### src/logic/amnu_pkg.sv
// Shared constants for the alarm monitor: register map, field layout, reset values and link states.
package amnu_pkg;

	// ------------------------------------------------------------
	// Bus and word sizes
	// ------------------------------------------------------------
	localparam int unsigned AW = 8;
	localparam int unsigned DW = 32;
	localparam int unsigned OSC_N = 4;
	localparam int unsigned OSC_W = 32;
	localparam int unsigned SEL_W = 2;
	localparam int unsigned CNT_W = 8;
	localparam int unsigned ILAS_W = 4;
	localparam int unsigned ALM_N = 6;

	// ------------------------------------------------------------
	// Register offsets
	// ------------------------------------------------------------
	localparam logic [AW-1:0] ADR_CTRL = 8'h00;
	localparam logic [AW-1:0] ADR_MASK = 8'h04;
	localparam logic [AW-1:0] ADR_STATUS = 8'h08;
	localparam logic [AW-1:0] ADR_SUMMARY = 8'h0c;
	localparam logic [AW-1:0] ADR_TIMING = 8'h10;
	localparam logic [AW-1:0] ADR_FREQ_A = 8'h40;
	localparam logic [AW-1:0] ADR_FREQ_B = 8'h50;
	localparam logic [AW-1:0] ADR_PHASE_A = 8'h60;
	localparam logic [AW-1:0] ADR_PHASE_B = 8'h70;

	// ------------------------------------------------------------
	// Alarm bit positions in the alarm flag word
	// ------------------------------------------------------------
	localparam int unsigned ALM_FIFO = 0;
	localparam int unsigned ALM_PLL = 1;
	localparam int unsigned ALM_LINK = 2;
	localparam int unsigned ALM_SYSREF = 3;
	localparam int unsigned ALM_OSC = 4;
	localparam int unsigned ALM_CLK = 5;

	// ------------------------------------------------------------
	// Control, timing and summary fields
	// ------------------------------------------------------------
	localparam int unsigned CTRL_LINK_EN = 0;
	localparam int unsigned CTRL_PD_A = 1;
	localparam int unsigned CTRL_PD_B = 2;
	localparam int unsigned CTRL_PIN_ALARM = 3;
	localparam int unsigned CTRL_SYNC_ILAS = 4;
	localparam int unsigned CTRL_ENC_64 = 5;
	localparam int unsigned CTRL_SUBCLASS0 = 6;
	localparam int unsigned CTRL_SRC_REG = 7;
	localparam int unsigned CTRL_CHOICE_A = 8;
	localparam int unsigned CTRL_CHOICE_B = 10;
	localparam int unsigned TIM_MF = 0;
	localparam int unsigned TIM_EMB = 8;
	localparam int unsigned TIM_ILAS = 16;
	localparam int unsigned SUM_ALARM = 0;
	localparam int unsigned SUM_OSC_VALID = 1;
	localparam int unsigned SUM_STATE = 4;

	// ------------------------------------------------------------
	// Reset values
	// ------------------------------------------------------------
	localparam logic [DW-1:0] CTRL_RST = 32'h0000_0000;
	localparam logic [ALM_N-1:0] MASK_RST = 6'h00;
	localparam logic [DW-1:0] TIMING_RST = 32'h0004_2020;

	typedef enum logic [1:0] {LNK_OFF, LNK_CGS, LNK_ILAS, LNK_DATA} amnu_link_t;

endpackage

### src/logic/amnu_lmfc.sv
// Local multiframe or extended multiblock counter, realigned by a captured timing event.
`timescale 1ns/1ps
module amnu_lmfc #(
	parameter int unsigned CW = 8
) (
	// Clock, reset and enable
	input wire logic clk_i,
	input wire logic rst_i,
	input wire logic ce_i,
	// Control
	input wire logic [CW-1:0] period_i,
	input wire logic align_i,
	// Outputs
	output logic edge_o,
	output logic realign_o
);

	logic [CW-1:0] cnt_q;
	logic [CW-1:0] cnt_d;
	logic [CW-1:0] last;
	logic edge_q;
	logic edge_d;
	logic realign_q;
	logic realign_d;

	// ------------------------------------------------------------
	// Counter
	// ------------------------------------------------------------
	always_comb begin
		last = CW'(period_i - CW'(1));
		if (align_i || cnt_q == last) begin
			cnt_d = '0;
		end else begin
			cnt_d = CW'(cnt_q + CW'(1));
		end
		edge_d = (cnt_d == '0);
		realign_d = align_i && (cnt_q != last);
	end

	always_ff @(posedge clk_i) begin
		if (rst_i) begin
			cnt_q <= '0;
			edge_q <= 1'b0;
			realign_q <= 1'b0;
		end else if (ce_i) begin
			cnt_q <= cnt_d;
			edge_q <= edge_d;
			realign_q <= realign_d;
		end
	end

	assign edge_o = edge_q;
	assign realign_o = realign_q;

endmodule // amnu_lmfc

### src/logic/amnu_osc_bank.sv
// Bank of phase accumulators for one channel with a selected, phase-offset output.
`timescale 1ns/1ps
module amnu_osc_bank #(
	parameter int unsigned N = 4,
	parameter int unsigned W = 32,
	parameter int unsigned SW = 2
) (
	// Clock, reset and enable
	input wire logic clk_i,
	input wire logic rst_i,
	input wire logic ce_i,
	// Control
	input wire logic sync_i,
	input wire logic run_i,
	input wire logic [SW-1:0] sel_i,
	// Words, flattened by index
	input wire logic [N*W-1:0] freq_i,
	input wire logic [N*W-1:0] phase_i,
	// Outputs
	output logic [N*W-1:0] words_o,
	output logic [W-1:0] osc_o
);

	logic [W-1:0] acc_q [N];
	logic [W-1:0] acc_d [N];
	logic [W-1:0] word_q [N];
	logic [W-1:0] word_d [N];
	logic [W-1:0] osc_d;
	logic [W-1:0] osc_q;

	// ------------------------------------------------------------
	// Accumulators
	// ------------------------------------------------------------
	for (genvar g = 0; g < N; g++) begin : g_acc
		always_comb begin
			acc_d[g] = acc_q[g];
			if (sync_i) begin
				acc_d[g] = '0;
			end else if (run_i) begin
				acc_d[g] = acc_q[g] + freq_i[g*W +: W];
			end
			word_d[g] = acc_q[g] + phase_i[g*W +: W];
		end
		always_ff @(posedge clk_i) begin
			if (rst_i) begin
				acc_q[g] <= '0;
				word_q[g] <= '0;
			end else if (ce_i) begin
				acc_q[g] <= acc_d[g];
				word_q[g] <= word_d[g];
			end
		end
		assign words_o[g*W +: W] = word_q[g];
	end

	// ------------------------------------------------------------
	// Selected output
	// ------------------------------------------------------------
	always_comb begin
		osc_d = word_d[sel_i];
	end

	always_ff @(posedge clk_i) begin
		if (rst_i) begin
			osc_q <= '0;
		end else if (ce_i) begin
			osc_q <= osc_d;
		end
	end

	assign osc_o = osc_q;

endmodule // amnu_osc_bank

### src/logic/amnu_top.sv
// Alarm monitor with oscillator upset check, link state tracking and a Wishbone register file.
//
// Local design decisions: the Wishbone register port and the placing of the registers.
`timescale 1ns/1ps
module amnu_top (
	// Clock, reset and enable
	input wire logic clk_i,
	input wire logic rst_i,
	input wire logic ce_i,
	// Wishbone slave
	input wire logic wb_cyc_i,
	input wire logic wb_stb_i,
	input wire logic wb_we_i,
	input wire logic [amnu_pkg::AW-1:0] wb_adr_i,
	input wire logic [3:0] wb_sel_i,
	input wire logic [amnu_pkg::DW-1:0] wb_dat_i,
	output logic [amnu_pkg::DW-1:0] wb_dat_o,
	output logic wb_ack_o,
	// Alarm sources
	input wire logic ser_fifo_err_i,
	input wire logic ser_pll_locked_i,
	input wire logic clk_upset_i,
	input wire logic cal_busy_i,
	// Timing and link
	input wire logic sysref_i,
	input wire logic sync_n_i,
	input wire logic [amnu_pkg::SEL_W-1:0] chan_a_osc_select_pins_i,
	input wire logic [amnu_pkg::SEL_W-1:0] chan_b_osc_select_pins_i,
	// Status and link control
	output logic alarm_o,
	output logic cal_state_pin_o,
	output logic link_rst_o,
	output logic ser_pd_o,
	output logic link_clk_en_o,
	output logic lmfc_edge_o,
	output logic tx_cgs_o,
	output logic tx_ilas_o,
	output logic tx_data_o,
	// Oscillator outputs
	output logic [amnu_pkg::OSC_W-1:0] chan_a_osc_o,
	output logic [amnu_pkg::OSC_W-1:0] chan_b_osc_o
);

	localparam int unsigned N = amnu_pkg::OSC_N;
	localparam int unsigned W = amnu_pkg::OSC_W;
	localparam int unsigned AN = amnu_pkg::ALM_N;
	localparam int unsigned DW = amnu_pkg::DW;
	localparam int unsigned CW = amnu_pkg::CNT_W;
	localparam int unsigned IW = amnu_pkg::ILAS_W;

	// ------------------------------------------------------------
	// Declarations
	// ------------------------------------------------------------
	logic [DW-1:0] ctrl_q, ctrl_d, timing_q, timing_d, rd_d, dat_q;
	logic [AN-1:0] mask_q, mask_d, alarm_flag_word_q, alarm_flag_word_d, events, clr;
	logic [W-1:0] fa_q [N];
	logic [W-1:0] fa_d [N];
	logic [W-1:0] fb_q [N];
	logic [W-1:0] fb_d [N];
	logic [W-1:0] pa_q [N];
	logic [W-1:0] pa_d [N];
	logic [W-1:0] pb_q [N];
	logic [W-1:0] pb_d [N];
	logic [N*W-1:0] fa_flat, fb_flat, pa_flat, pb_flat, words_a, words_b;
	logic [DW-1:0] be;
	logic [3:0] region;
	logic [1:0] idx;
	logic ack_q, ack_d, wr, word_wr;
	logic link_en, enc64, pd_a, pd_b;
	logic sysref_q, sysref_cap, lmfc_edge, realign;
	logic [CW-1:0] period;
	amnu_pkg::amnu_link_t state_q, state_d;
	logic [IW-1:0] ilas_cnt_q, ilas_cnt_d, ilas_last;
	logic ilas_start, osc_sync, sync_dly_q, osc_valid_q, osc_valid_d, mismatch;
	logic [amnu_pkg::SEL_W-1:0] sel_a, sel_b;
	logic summary, pin_d, pin_q, cgs_q, ilas_q, data_q;

	assign link_en = ctrl_q[amnu_pkg::CTRL_LINK_EN];
	assign enc64 = ctrl_q[amnu_pkg::CTRL_ENC_64];
	assign pd_a = ctrl_q[amnu_pkg::CTRL_PD_A];
	assign pd_b = ctrl_q[amnu_pkg::CTRL_PD_B];

	// ------------------------------------------------------------
	// Bus decode and register writes
	// ------------------------------------------------------------
	always_comb begin
		for (int i = 0; i < 4; i++) begin
			be[i*8 +: 8] = {8{wb_sel_i[i]}};
		end
		region = wb_adr_i[amnu_pkg::AW-1:4];
		idx = wb_adr_i[3:2];
		ack_d = wb_cyc_i && wb_stb_i && !ack_q;
		wr = wb_cyc_i && wb_stb_i && wb_we_i && ack_q;
		ctrl_d = ctrl_q;
		timing_d = timing_q;
		mask_d = mask_q;
		clr = '0;
		word_wr = 1'b0;
		for (int i = 0; i < N; i++) begin
			fa_d[i] = fa_q[i];
			fb_d[i] = fb_q[i];
			pa_d[i] = pa_q[i];
			pb_d[i] = pb_q[i];
		end
		if (wr) begin
			case ({wb_adr_i[amnu_pkg::AW-1:2], 2'b00})
				amnu_pkg::ADR_CTRL: ctrl_d = (ctrl_q & ~be) | (wb_dat_i & be);
				amnu_pkg::ADR_TIMING: timing_d = (timing_q & ~be) | (wb_dat_i & be);
				amnu_pkg::ADR_MASK: mask_d = (mask_q & ~be[AN-1:0]) | (wb_dat_i[AN-1:0] & be[AN-1:0]);
				amnu_pkg::ADR_STATUS: clr = wb_dat_i[AN-1:0] & be[AN-1:0];
				default: begin
					word_wr = 1'b1;
					if (region == amnu_pkg::ADR_FREQ_A[amnu_pkg::AW-1:4]) begin
						fa_d[idx] = (fa_q[idx] & ~be) | (wb_dat_i & be);
					end else if (region == amnu_pkg::ADR_FREQ_B[amnu_pkg::AW-1:4]) begin
						fb_d[idx] = (fb_q[idx] & ~be) | (wb_dat_i & be);
					end else if (region == amnu_pkg::ADR_PHASE_A[amnu_pkg::AW-1:4]) begin
						pa_d[idx] = (pa_q[idx] & ~be) | (wb_dat_i & be);
					end else if (region == amnu_pkg::ADR_PHASE_B[amnu_pkg::AW-1:4]) begin
						pb_d[idx] = (pb_q[idx] & ~be) | (wb_dat_i & be);
					end else begin
						word_wr = 1'b0;
					end
				end
			endcase
		end
	end

	// ------------------------------------------------------------
	// Read data
	// ------------------------------------------------------------
	always_comb begin
		rd_d = '0;
		case ({wb_adr_i[amnu_pkg::AW-1:2], 2'b00})
			amnu_pkg::ADR_CTRL: rd_d = ctrl_q;
			amnu_pkg::ADR_TIMING: rd_d = timing_q;
			amnu_pkg::ADR_MASK: rd_d[AN-1:0] = mask_q;
			amnu_pkg::ADR_STATUS: rd_d[AN-1:0] = alarm_flag_word_q;
			amnu_pkg::ADR_SUMMARY: begin
				rd_d[amnu_pkg::SUM_ALARM] = summary;
				rd_d[amnu_pkg::SUM_OSC_VALID] = osc_valid_q;
				rd_d[amnu_pkg::SUM_STATE +: 2] = state_q;
			end
			default: begin
				if (region == amnu_pkg::ADR_FREQ_A[amnu_pkg::AW-1:4]) begin
					rd_d = fa_q[idx];
				end else if (region == amnu_pkg::ADR_FREQ_B[amnu_pkg::AW-1:4]) begin
					rd_d = fb_q[idx];
				end else if (region == amnu_pkg::ADR_PHASE_A[amnu_pkg::AW-1:4]) begin
					rd_d = pa_q[idx];
				end else if (region == amnu_pkg::ADR_PHASE_B[amnu_pkg::AW-1:4]) begin
					rd_d = pb_q[idx];
				end
			end
		endcase
	end

	always_ff @(posedge clk_i) begin
		if (rst_i) begin
			ack_q <= 1'b0;
			dat_q <= '0;
			ctrl_q <= amnu_pkg::CTRL_RST;
			timing_q <= amnu_pkg::TIMING_RST;
			mask_q <= amnu_pkg::MASK_RST;
			for (int i = 0; i < N; i++) begin
				fa_q[i] <= '0;
				fb_q[i] <= '0;
				pa_q[i] <= '0;
				pb_q[i] <= '0;
			end
		end else if (ce_i) begin
			ack_q <= ack_d;
			if (ack_d) begin
				dat_q <= rd_d;
			end
			ctrl_q <= ctrl_d;
			timing_q <= timing_d;
			mask_q <= mask_d;
			fa_q <= fa_d;
			fb_q <= fb_d;
			pa_q <= pa_d;
			pb_q <= pb_d;
		end
	end

	assign wb_ack_o = ack_q;
	assign wb_dat_o = dat_q;

	// ------------------------------------------------------------
	// Frame clock and SYSREF capture
	// ------------------------------------------------------------
	always_comb begin
		sysref_cap = sysref_i && !sysref_q && !ctrl_q[amnu_pkg::CTRL_SUBCLASS0];
		period = enc64 ? timing_q[amnu_pkg::TIM_EMB +: CW] : timing_q[amnu_pkg::TIM_MF +: CW];
	end

	amnu_lmfc #(
		.CW(CW)
	) u_lmfc (
		.clk_i(clk_i),
		.rst_i(rst_i),
		.ce_i(ce_i),
		.period_i(period),
		.align_i(sysref_cap),
		.edge_o(lmfc_edge),
		.realign_o(realign)
	);

	// ------------------------------------------------------------
	// Link state machine
	// ------------------------------------------------------------
	always_comb begin
		state_d = state_q;
		ilas_cnt_d = ilas_cnt_q;
		ilas_last = IW'(timing_q[amnu_pkg::TIM_ILAS +: IW] - IW'(1));
		if (!link_en) begin
			state_d = amnu_pkg::LNK_OFF;
		end else begin
			case (state_q)
				amnu_pkg::LNK_OFF: state_d = amnu_pkg::LNK_CGS;
				amnu_pkg::LNK_CGS: begin
					if (enc64) begin
						if (lmfc_edge) begin
							state_d = amnu_pkg::LNK_DATA;
						end
					end else if (sync_n_i && lmfc_edge) begin
						state_d = amnu_pkg::LNK_ILAS;
						ilas_cnt_d = '0;
					end
				end
				amnu_pkg::LNK_ILAS: begin
					if (!sync_n_i) begin
						state_d = amnu_pkg::LNK_CGS;
					end else if (lmfc_edge) begin
						if (ilas_cnt_q == ilas_last) begin
							state_d = amnu_pkg::LNK_DATA;
						end else begin
							ilas_cnt_d = IW'(ilas_cnt_q + IW'(1));
						end
					end
				end
				amnu_pkg::LNK_DATA: begin
					if (!enc64 && !sync_n_i) begin
						state_d = amnu_pkg::LNK_CGS;
					end
				end
				default: state_d = amnu_pkg::LNK_OFF;
			endcase
		end
		ilas_start = (state_d == amnu_pkg::LNK_ILAS) && (state_q != amnu_pkg::LNK_ILAS);
	end

	// ------------------------------------------------------------
	// Oscillator banks and mismatch check
	// ------------------------------------------------------------
	for (genvar g = 0; g < N; g++) begin : g_flat
		assign fa_flat[g*W +: W] = fa_q[g];
		assign fb_flat[g*W +: W] = fb_q[g];
		assign pa_flat[g*W +: W] = pa_q[g];
		assign pb_flat[g*W +: W] = pb_q[g];
	end

	always_comb begin
		osc_sync = ctrl_q[amnu_pkg::CTRL_SYNC_ILAS] ? ilas_start : sysref_cap;
		sel_a = ctrl_q[amnu_pkg::CTRL_SRC_REG] ? ctrl_q[amnu_pkg::CTRL_CHOICE_A +: 2] : chan_a_osc_select_pins_i;
		sel_b = ctrl_q[amnu_pkg::CTRL_SRC_REG] ? ctrl_q[amnu_pkg::CTRL_CHOICE_B +: 2] : chan_b_osc_select_pins_i;
		osc_valid_d = osc_valid_q;
		if (!link_en || pd_a || pd_b || word_wr) begin
			osc_valid_d = 1'b0;
		end else if (sync_dly_q) begin
			osc_valid_d = 1'b1;
		end
		mismatch = osc_valid_q && (words_a != words_b);
	end

	amnu_osc_bank #(
		.N(N),
		.W(W),
		.SW(amnu_pkg::SEL_W)
	) u_bank_a (
		.clk_i(clk_i),
		.rst_i(rst_i),
		.ce_i(ce_i),
		.sync_i(osc_sync),
		.run_i(!pd_a),
		.sel_i(sel_a),
		.freq_i(fa_flat),
		.phase_i(pa_flat),
		.words_o(words_a),
		.osc_o(chan_a_osc_o)
	);

	amnu_osc_bank #(
		.N(N),
		.W(W),
		.SW(amnu_pkg::SEL_W)
	) u_bank_b (
		.clk_i(clk_i),
		.rst_i(rst_i),
		.ce_i(ce_i),
		.sync_i(osc_sync),
		.run_i(!pd_b),
		.sel_i(sel_b),
		.freq_i(fb_flat),
		.phase_i(pb_flat),
		.words_o(words_b),
		.osc_o(chan_b_osc_o)
	);

	// ------------------------------------------------------------
	// Alarm flags, summary and status pin
	// ------------------------------------------------------------
	always_comb begin
		events = '0;
		events[amnu_pkg::ALM_FIFO] = ser_fifo_err_i;
		events[amnu_pkg::ALM_PLL] = !ser_pll_locked_i;
		events[amnu_pkg::ALM_LINK] = link_en && (state_q != amnu_pkg::LNK_DATA);
		events[amnu_pkg::ALM_SYSREF] = realign;
		events[amnu_pkg::ALM_OSC] = mismatch;
		events[amnu_pkg::ALM_CLK] = clk_upset_i;
		alarm_flag_word_d = (alarm_flag_word_q & ~clr) | events;
		summary = |(alarm_flag_word_q & ~mask_q);
		pin_d = ctrl_q[amnu_pkg::CTRL_PIN_ALARM] ? summary : cal_busy_i;
	end

	always_ff @(posedge clk_i) begin
		if (rst_i) begin
			alarm_flag_word_q <= '0;
			sysref_q <= 1'b0;
			state_q <= amnu_pkg::LNK_OFF;
			ilas_cnt_q <= '0;
			sync_dly_q <= 1'b0;
			osc_valid_q <= 1'b0;
			pin_q <= 1'b0;
			cgs_q <= 1'b0;
			ilas_q <= 1'b0;
			data_q <= 1'b0;
		end else if (ce_i) begin
			alarm_flag_word_q <= alarm_flag_word_d;
			sysref_q <= sysref_i;
			state_q <= state_d;
			ilas_cnt_q <= ilas_cnt_d;
			sync_dly_q <= osc_sync;
			osc_valid_q <= osc_valid_d;
			pin_q <= pin_d;
			cgs_q <= (state_d == amnu_pkg::LNK_CGS);
			ilas_q <= (state_d == amnu_pkg::LNK_ILAS);
			data_q <= (state_d == amnu_pkg::LNK_DATA);
		end
	end

	assign alarm_o = summary;
	assign cal_state_pin_o = pin_q;
	assign link_rst_o = !link_en;
	assign ser_pd_o = !link_en;
	assign link_clk_en_o = link_en;
	assign lmfc_edge_o = lmfc_edge;
	assign tx_cgs_o = cgs_q;
	assign tx_ilas_o = ilas_q;
	assign tx_data_o = data_q;

endmodule // amnu_top

### config.mk
export PLATFORM = sky130hd
export DESIGN_NAME = amnu_top
export DESIGN_NICKNAME = d
export VERILOG_FILES = /design/src/logic/amnu_pkg.sv /design/src/logic/amnu_lmfc.sv /design/src/logic/amnu_osc_bank.sv /design/src/logic/amnu_top.sv
export SDC_FILE = /design/constraint.sdc
export NUM_CORES = 2
export LEC_CHECK = 0
export ABC_AREA = 1
export BUFFER_PORTS_ARGS = -buffer_cell sky130_fd_sc_hd__buf_2
export CORE_ASPECT_RATIO = 1.2
export CORE_MARGIN = 4
export CORE_UTILIZATION = 50
export DETAILED_ROUTE_END_ITERATION = 7
export HOLD_SLACK_MARGIN = 0.02
export PLACE_DENSITY = 0.64
export SYNTH_ARGS = -nofsm -noshare
export SYNTH_HDL_FRONTEND = slang
export SYNTH_HIERARCHICAL = 1
export SYNTH_SLANG_ARGS = --single-unit
### constraint.sdc
create_clock -name clk_i -period 6.6 [get_ports clk_i]
set_input_delay 0.66 -clock clk_i [delete_from_list [all_inputs] [get_ports clk_i]]
set_output_delay 0.66 -clock clk_i [all_outputs]
set_load 0.05 [all_outputs]
[Word level (Yosys, flattened, before mapping)]
Memories as Yosys holds them, arrays and structs flattened.
Index checks and enable logic that the tools add are counted.
Word-level totals
  flip-flop bits (word level): 708
  memory bits (writable): 512
  input port bits: 60
  output and inout bits: 106
  logic and storage cells: 277
  memories kept: 4
Memory list
  u_bank_a.acc_q: depth 4, width 32, read ports 4, clocked after memory_dff 0, wr ports 4, RTL line amnu_osc_bank.sv:24  | logic [W-1:0] acc_q [N];
  u_bank_a.word_q: depth 4, width 32, read ports 4, clocked after memory_dff 0, wr ports 4, RTL line amnu_osc_bank.sv:26  | logic [W-1:0] word_q [N];
  u_bank_b.acc_q: depth 4, width 32, read ports 4, clocked after memory_dff 0, wr ports 4, RTL line amnu_osc_bank.sv:24
  u_bank_b.word_q: depth 4, width 32, read ports 4, clocked after memory_dff 0, wr ports 4, RTL line amnu_osc_bank.sv:26
Operators by class
  $add $sub $neg: 20
  $lt $le $gt $ge: 4
  eq/ne operators: 25
  multiplexer cells: 100
  bitwise operators: 46
  reduce and logical (&&, ||, !) cells: 42
Operator list (count)
  two-way mux 32 bit: 49
  adder 32 bit: 16
  bitwise mux 128 bit: 4
  binary-select mux 32 bit (select 2 bit): 6
  bitwise AND 32 bit: 7
  bitwise OR 32 bit: 6
  inequality test 128 bit: 1
  one-hot mux 26 bit (3 select lines): 1
  demux 32 bit (select 2 bit): 1
  inverter 32 bit: 1
  one-hot mux 2 bit (5 select lines): 3
  bitwise AND 6 bit: 4
  two-way mux 2 bit: 10
  two-way mux 4 bit: 5
  inverter 6 bit: 3
  == test 4 x 3 -> 1 bit (second input constant): 4
  two-way mux 8 bit: 2
  bitwise OR 1 bit: 16
  two-way mux 1 bit: 15
  logical AND 1 bit: 13
  == test 6 x 2 -> 1 bit (second input constant): 2
  two-way mux 6 bit: 2
  inequality test 2 bit (second input constant): 6
  bitwise OR 6 bit: 2
  other kinds (34): 58

[Longest topological paths before layout]
  depth in word-level cells: 12
  mapped depth: 18
  depth with buffers taken out: 17

[Hierarchy]
Netlist, hierarchy kept.
Modules (own cells, without submodules)
  amnu_top: times used 1, cells each 4039, area an instance 29095.4 µm², sequential area each 12692.2 µm²
  amnu_osc_bank at u_bank_b: times used 1, cells each 4142, area an instance 27500.1 µm², sequential area each 8328.0 µm²
  amnu_osc_bank at u_bank_a: times used 1, cells each 4142, area an instance 27476.4 µm², sequential area each 8328.0 µm²
  amnu_lmfc: times used 1, cells each 165, area an instance 945.9 µm², sequential area each 200.2 µm²

[Worst setup path before layout]
Ideal clock, no wire load.
  kind: register to register
  start: reg (tool-made name)
  end: mem u_bank_b.acc_q[0][0] (enable)
  library setup time: 0.492 ns
  data arrival time: 4.696 ns
  data required time: 6.108 ns
  path slack: 1.412 ns
  cell stages (with the launch flop): 7
  path buffers: 0
  clock period less this slack: 5.188 ns
  cells stage by stage: dfxtp_1 > inv_1 > a221oi_1 > nand3_1 > nand2_1 > o21ai_0 > nand2_1
RTL lines (RTL line)
  end, declared: amnu_osc_bank.sv:24

==> impl_metrics.toml <==
[clock_network]
cts_max_level = 4
cts_resized = 0
cts_hold_buf = 0
post-cts-setup-buffers = 0
clockRootBuffer = "clkbuf_16"
clk_pin_slew_worst_paths_ps = 60
clock_path_buffers = 3
cts_tree = "built"
cts_buffers = 139
clkLatencyLatePin_ps = 850
cts_sinks = 1220

[final_layout]
area.growth.synth_to_final_pct = 8.924
postLayoutCoreUtil_pct = 54.84
mostFrequentLayoutCells = "nand2_1, inv_1, a21oi_1, nor2_1, dfxtp_1"
register_area_mm2 = 0.02955
final_common_cell = "nand2_1"
design_area_mm2 = 0.09261
drive_gt1_share_pct = 5.810
multi_input_area_mm2 = 0.04746
finalNetCount = 13060
fillers = 16930

[sta]
period_share_pct = 63.60
period_minus_slack_ps = 4198
slew_headroom_pct = -2.207
max_slew.worst_pin.slew_ps = 1522
worst_slack_ps = 2402
setup_viol = 0
fin_worst_hold_slack_ps = 97.84
rsz0062_at_grt = "no"
drv_slew = 6
skew_ps = 50.39
hold_violations = 0
fmax_mhz = 238.2
final.setup.tns_ps = 0

[worst_setup_path]
critPathKind = "flip-flop to flip-flop"
slowest_delay_ps = 820
slowest_stage = "inv_4"
arrival_ps = 4790
startpoint_type = "flip-flop"
required_ps = 7190
path_max_fanout = 89
path_cells = "inv_1, a221oi_1, nand3_1, nand2_1, nor2_1, inv_4, buf_4, a21oi_1, o21a_1"
endpoint_kind = "flip-flop"

[run_status]
status = "complete, but fails checks"
violations = "capacitance limit, slew limit"

[logic_synthesis]
ys.flop_type = "dfxtp_1"
ys_warn_count = 6
synth-seq-area-share_pct = 34.76
synthCells = 12490
ys_ff_latch = 1220
syn_area_mm2 = 0.08502
synthArstFlopShare_pct = 0
avgSynthCellArea_um2 = 6.808
synth_edf_count = 512
synth_nets = 13060
synthDistinctLibCells = 57

[drt]
firstDrtPassIters = 7
wl_per_cell_um = 27.43
drt_iter0_drc = 10790
drc = 0
vias = 89140
wl_um = 408100
routed_via_density = 5.991
drtAntennaViolNets = 0

[power_and_ir_drop]
powerDensity_mw_per_mm2 = 201.5
ir_worst_vdd_mv = 0.2045
leakage_nw = 44.21

[worst_hold_path]
min_path_type = "input pin to flip-flop"

[placement]
hpwl_um = 325000
post-place-ws_ps = 2405
dpl-instance-area_mm2 = 0.08778
portBuffers = 163
gp_congestion = 1.137

[grt]
grt_pass1_vias = 81340
grt_max_degree = 255
grtUsageMet2_pct = 68.09
grtUsageTotal_pct = 44.75
top_usage_layer = "met2"
grt_pass1_wl_um = 568700
gr-usage-met3_pct = 9.847
grt.overflow.total = 0
grt_antenna_before_repair = 23
grtUsageMet1_pct = 50.55

[floorplanning]
io_pins = 166
dieWidth_um = 384.4
fp-row-count = 165
start_util_pct = 50.34
die_y_um = 459.7
fp.coreArea_mm2 = 0.1689
die_area_mm2 = 0.1767

[run]
max-cap-violations = 3
[layout make-up]
cell class | instances | area share (%)
Inverter | 1740 | 7.080
Antenna cell | 25 | 0.06756
Clock inverter | 62 | 0.7066
Clock buffer | 196 | 4.418
Timing Repair Buffer | 236 | 1.527
Tap cell | 2254 | 3.045
Multi-Input combinational cell | 9146 | 51.25
Sequential cell | 1220 | 31.91
[where the power goes]
part	internal (mW)	switching, mW
clock network	4.65	3.53
registers	8.10	0.322
logic	0.480	1.56
[flip-flops by register name (all words and copies together), names as in the netlist, 32 cells and up, named ones only]
| register | flops |
|---|---|
| fa_flat | 128 |
| fb_flat | 128 |
| pa_flat | 128 |
| pb_flat | 128 |
| u_bank_a/acc_q | 128 |
| u_bank_a/osc_o | 32 |
| u_bank_a/word_q | 128 |
| u_bank_b/acc_q | 128 |
| u_bank_b/osc_o | 32 |
| u_bank_b/word_q | 128 |
| wb_dat_o | 32 |
[kinds of logic after synthesis]
logic type | synth area share [%]
compound gates | 17.91
xor+xnor | 2.617
fa+ha+maj | 7.735
buf+inv | 9.600
flops | 34.76
simple gates | 27.38
[path summary, 6_finish.rpt]
path,start,endpoint,slack [ps],cells past startpoint
worst min-delay path,clk_upset_i,alarm_flag_word_q[5]$_SDFFE_PP0P_,100,3
worst min register to register,flip-flop,flip-flop,450,2
worst max-delay path,flip-flop,u_bank_b/acc_q[0][7]$_SDFFCE_PP0P_,2400,9
worst max register to register,flip-flop,u_bank_b/acc_q[0][7]$_SDFFCE_PP0P_,2400,9
[critical path: cells and delay by family, from the launching register on]
family | cells | cell delay, ps
buffers and inverters | 3 | 1690
AO/OA/AOI/OAI | 3 | 800
AND/OR/NAND/NOR | 3 | 750
flip-flops | 1 | 660
[cell usage after synthesis (24+ instances only)]
library cell / count / area share [%]
a21o_1: 74 / 0.65
xnor2_1: 170 / 1.8
inv_1: 1687 / 7.4
o211ai_1: 157 / 1.4
xor2_1: 84 / 0.87
nand3_1: 654 / 3.8
o21bai_1: 43 / 0.38
nand3b_1: 29 / 0.26
dfxtp_1: 708 / 17
a21oi_2: 24 / 0.25
nor4_1: 34 / 0.25
o221ai_1: 29 / 0.30
nand2_1: 3422 / 15
edfxtp_1: 512 / 18
or2_2: 50 / 0.37
o21ai_0: 577 / 3.4
buf_2: 132 / 0.78
o21ai_1: 203 / 1.2
nand4_1: 91 / 0.67
nand2_2: 41 / 0.30
inv_2: 46 / 0.20
ha_1: 500 / 7.4
nor3_1: 85 / 0.50
or2_1: 24 / 0.18
nor2_2: 25 / 0.18
clkbuf_1: 223 / 0.98
a22oi_1: 207 / 1.8
nor2_1: 1134 / 5.0
a21oi_1: 1325 / 7.8
[layer usage]
metal / share of wire, % / vias up / wire length [um]
met5: 0.019 / - / 78
met4: 13 / 14 / 53090
met3: 9.2 / 1433 / 37510
met2: 42 / 5067 / 173200
met1: 35 / 41430 / 144300
li1: - / 41190 / -
[stage by stage]
stage,cells,power [mW]
floorplan,12490,9.579
global placement,14600,10.50
detailed placement,14600,10.52
CTS,14850,18.60
global route,14860,19.07
finish,14880,18.66
No activity file was read; power rests on OpenSTA's default activity.
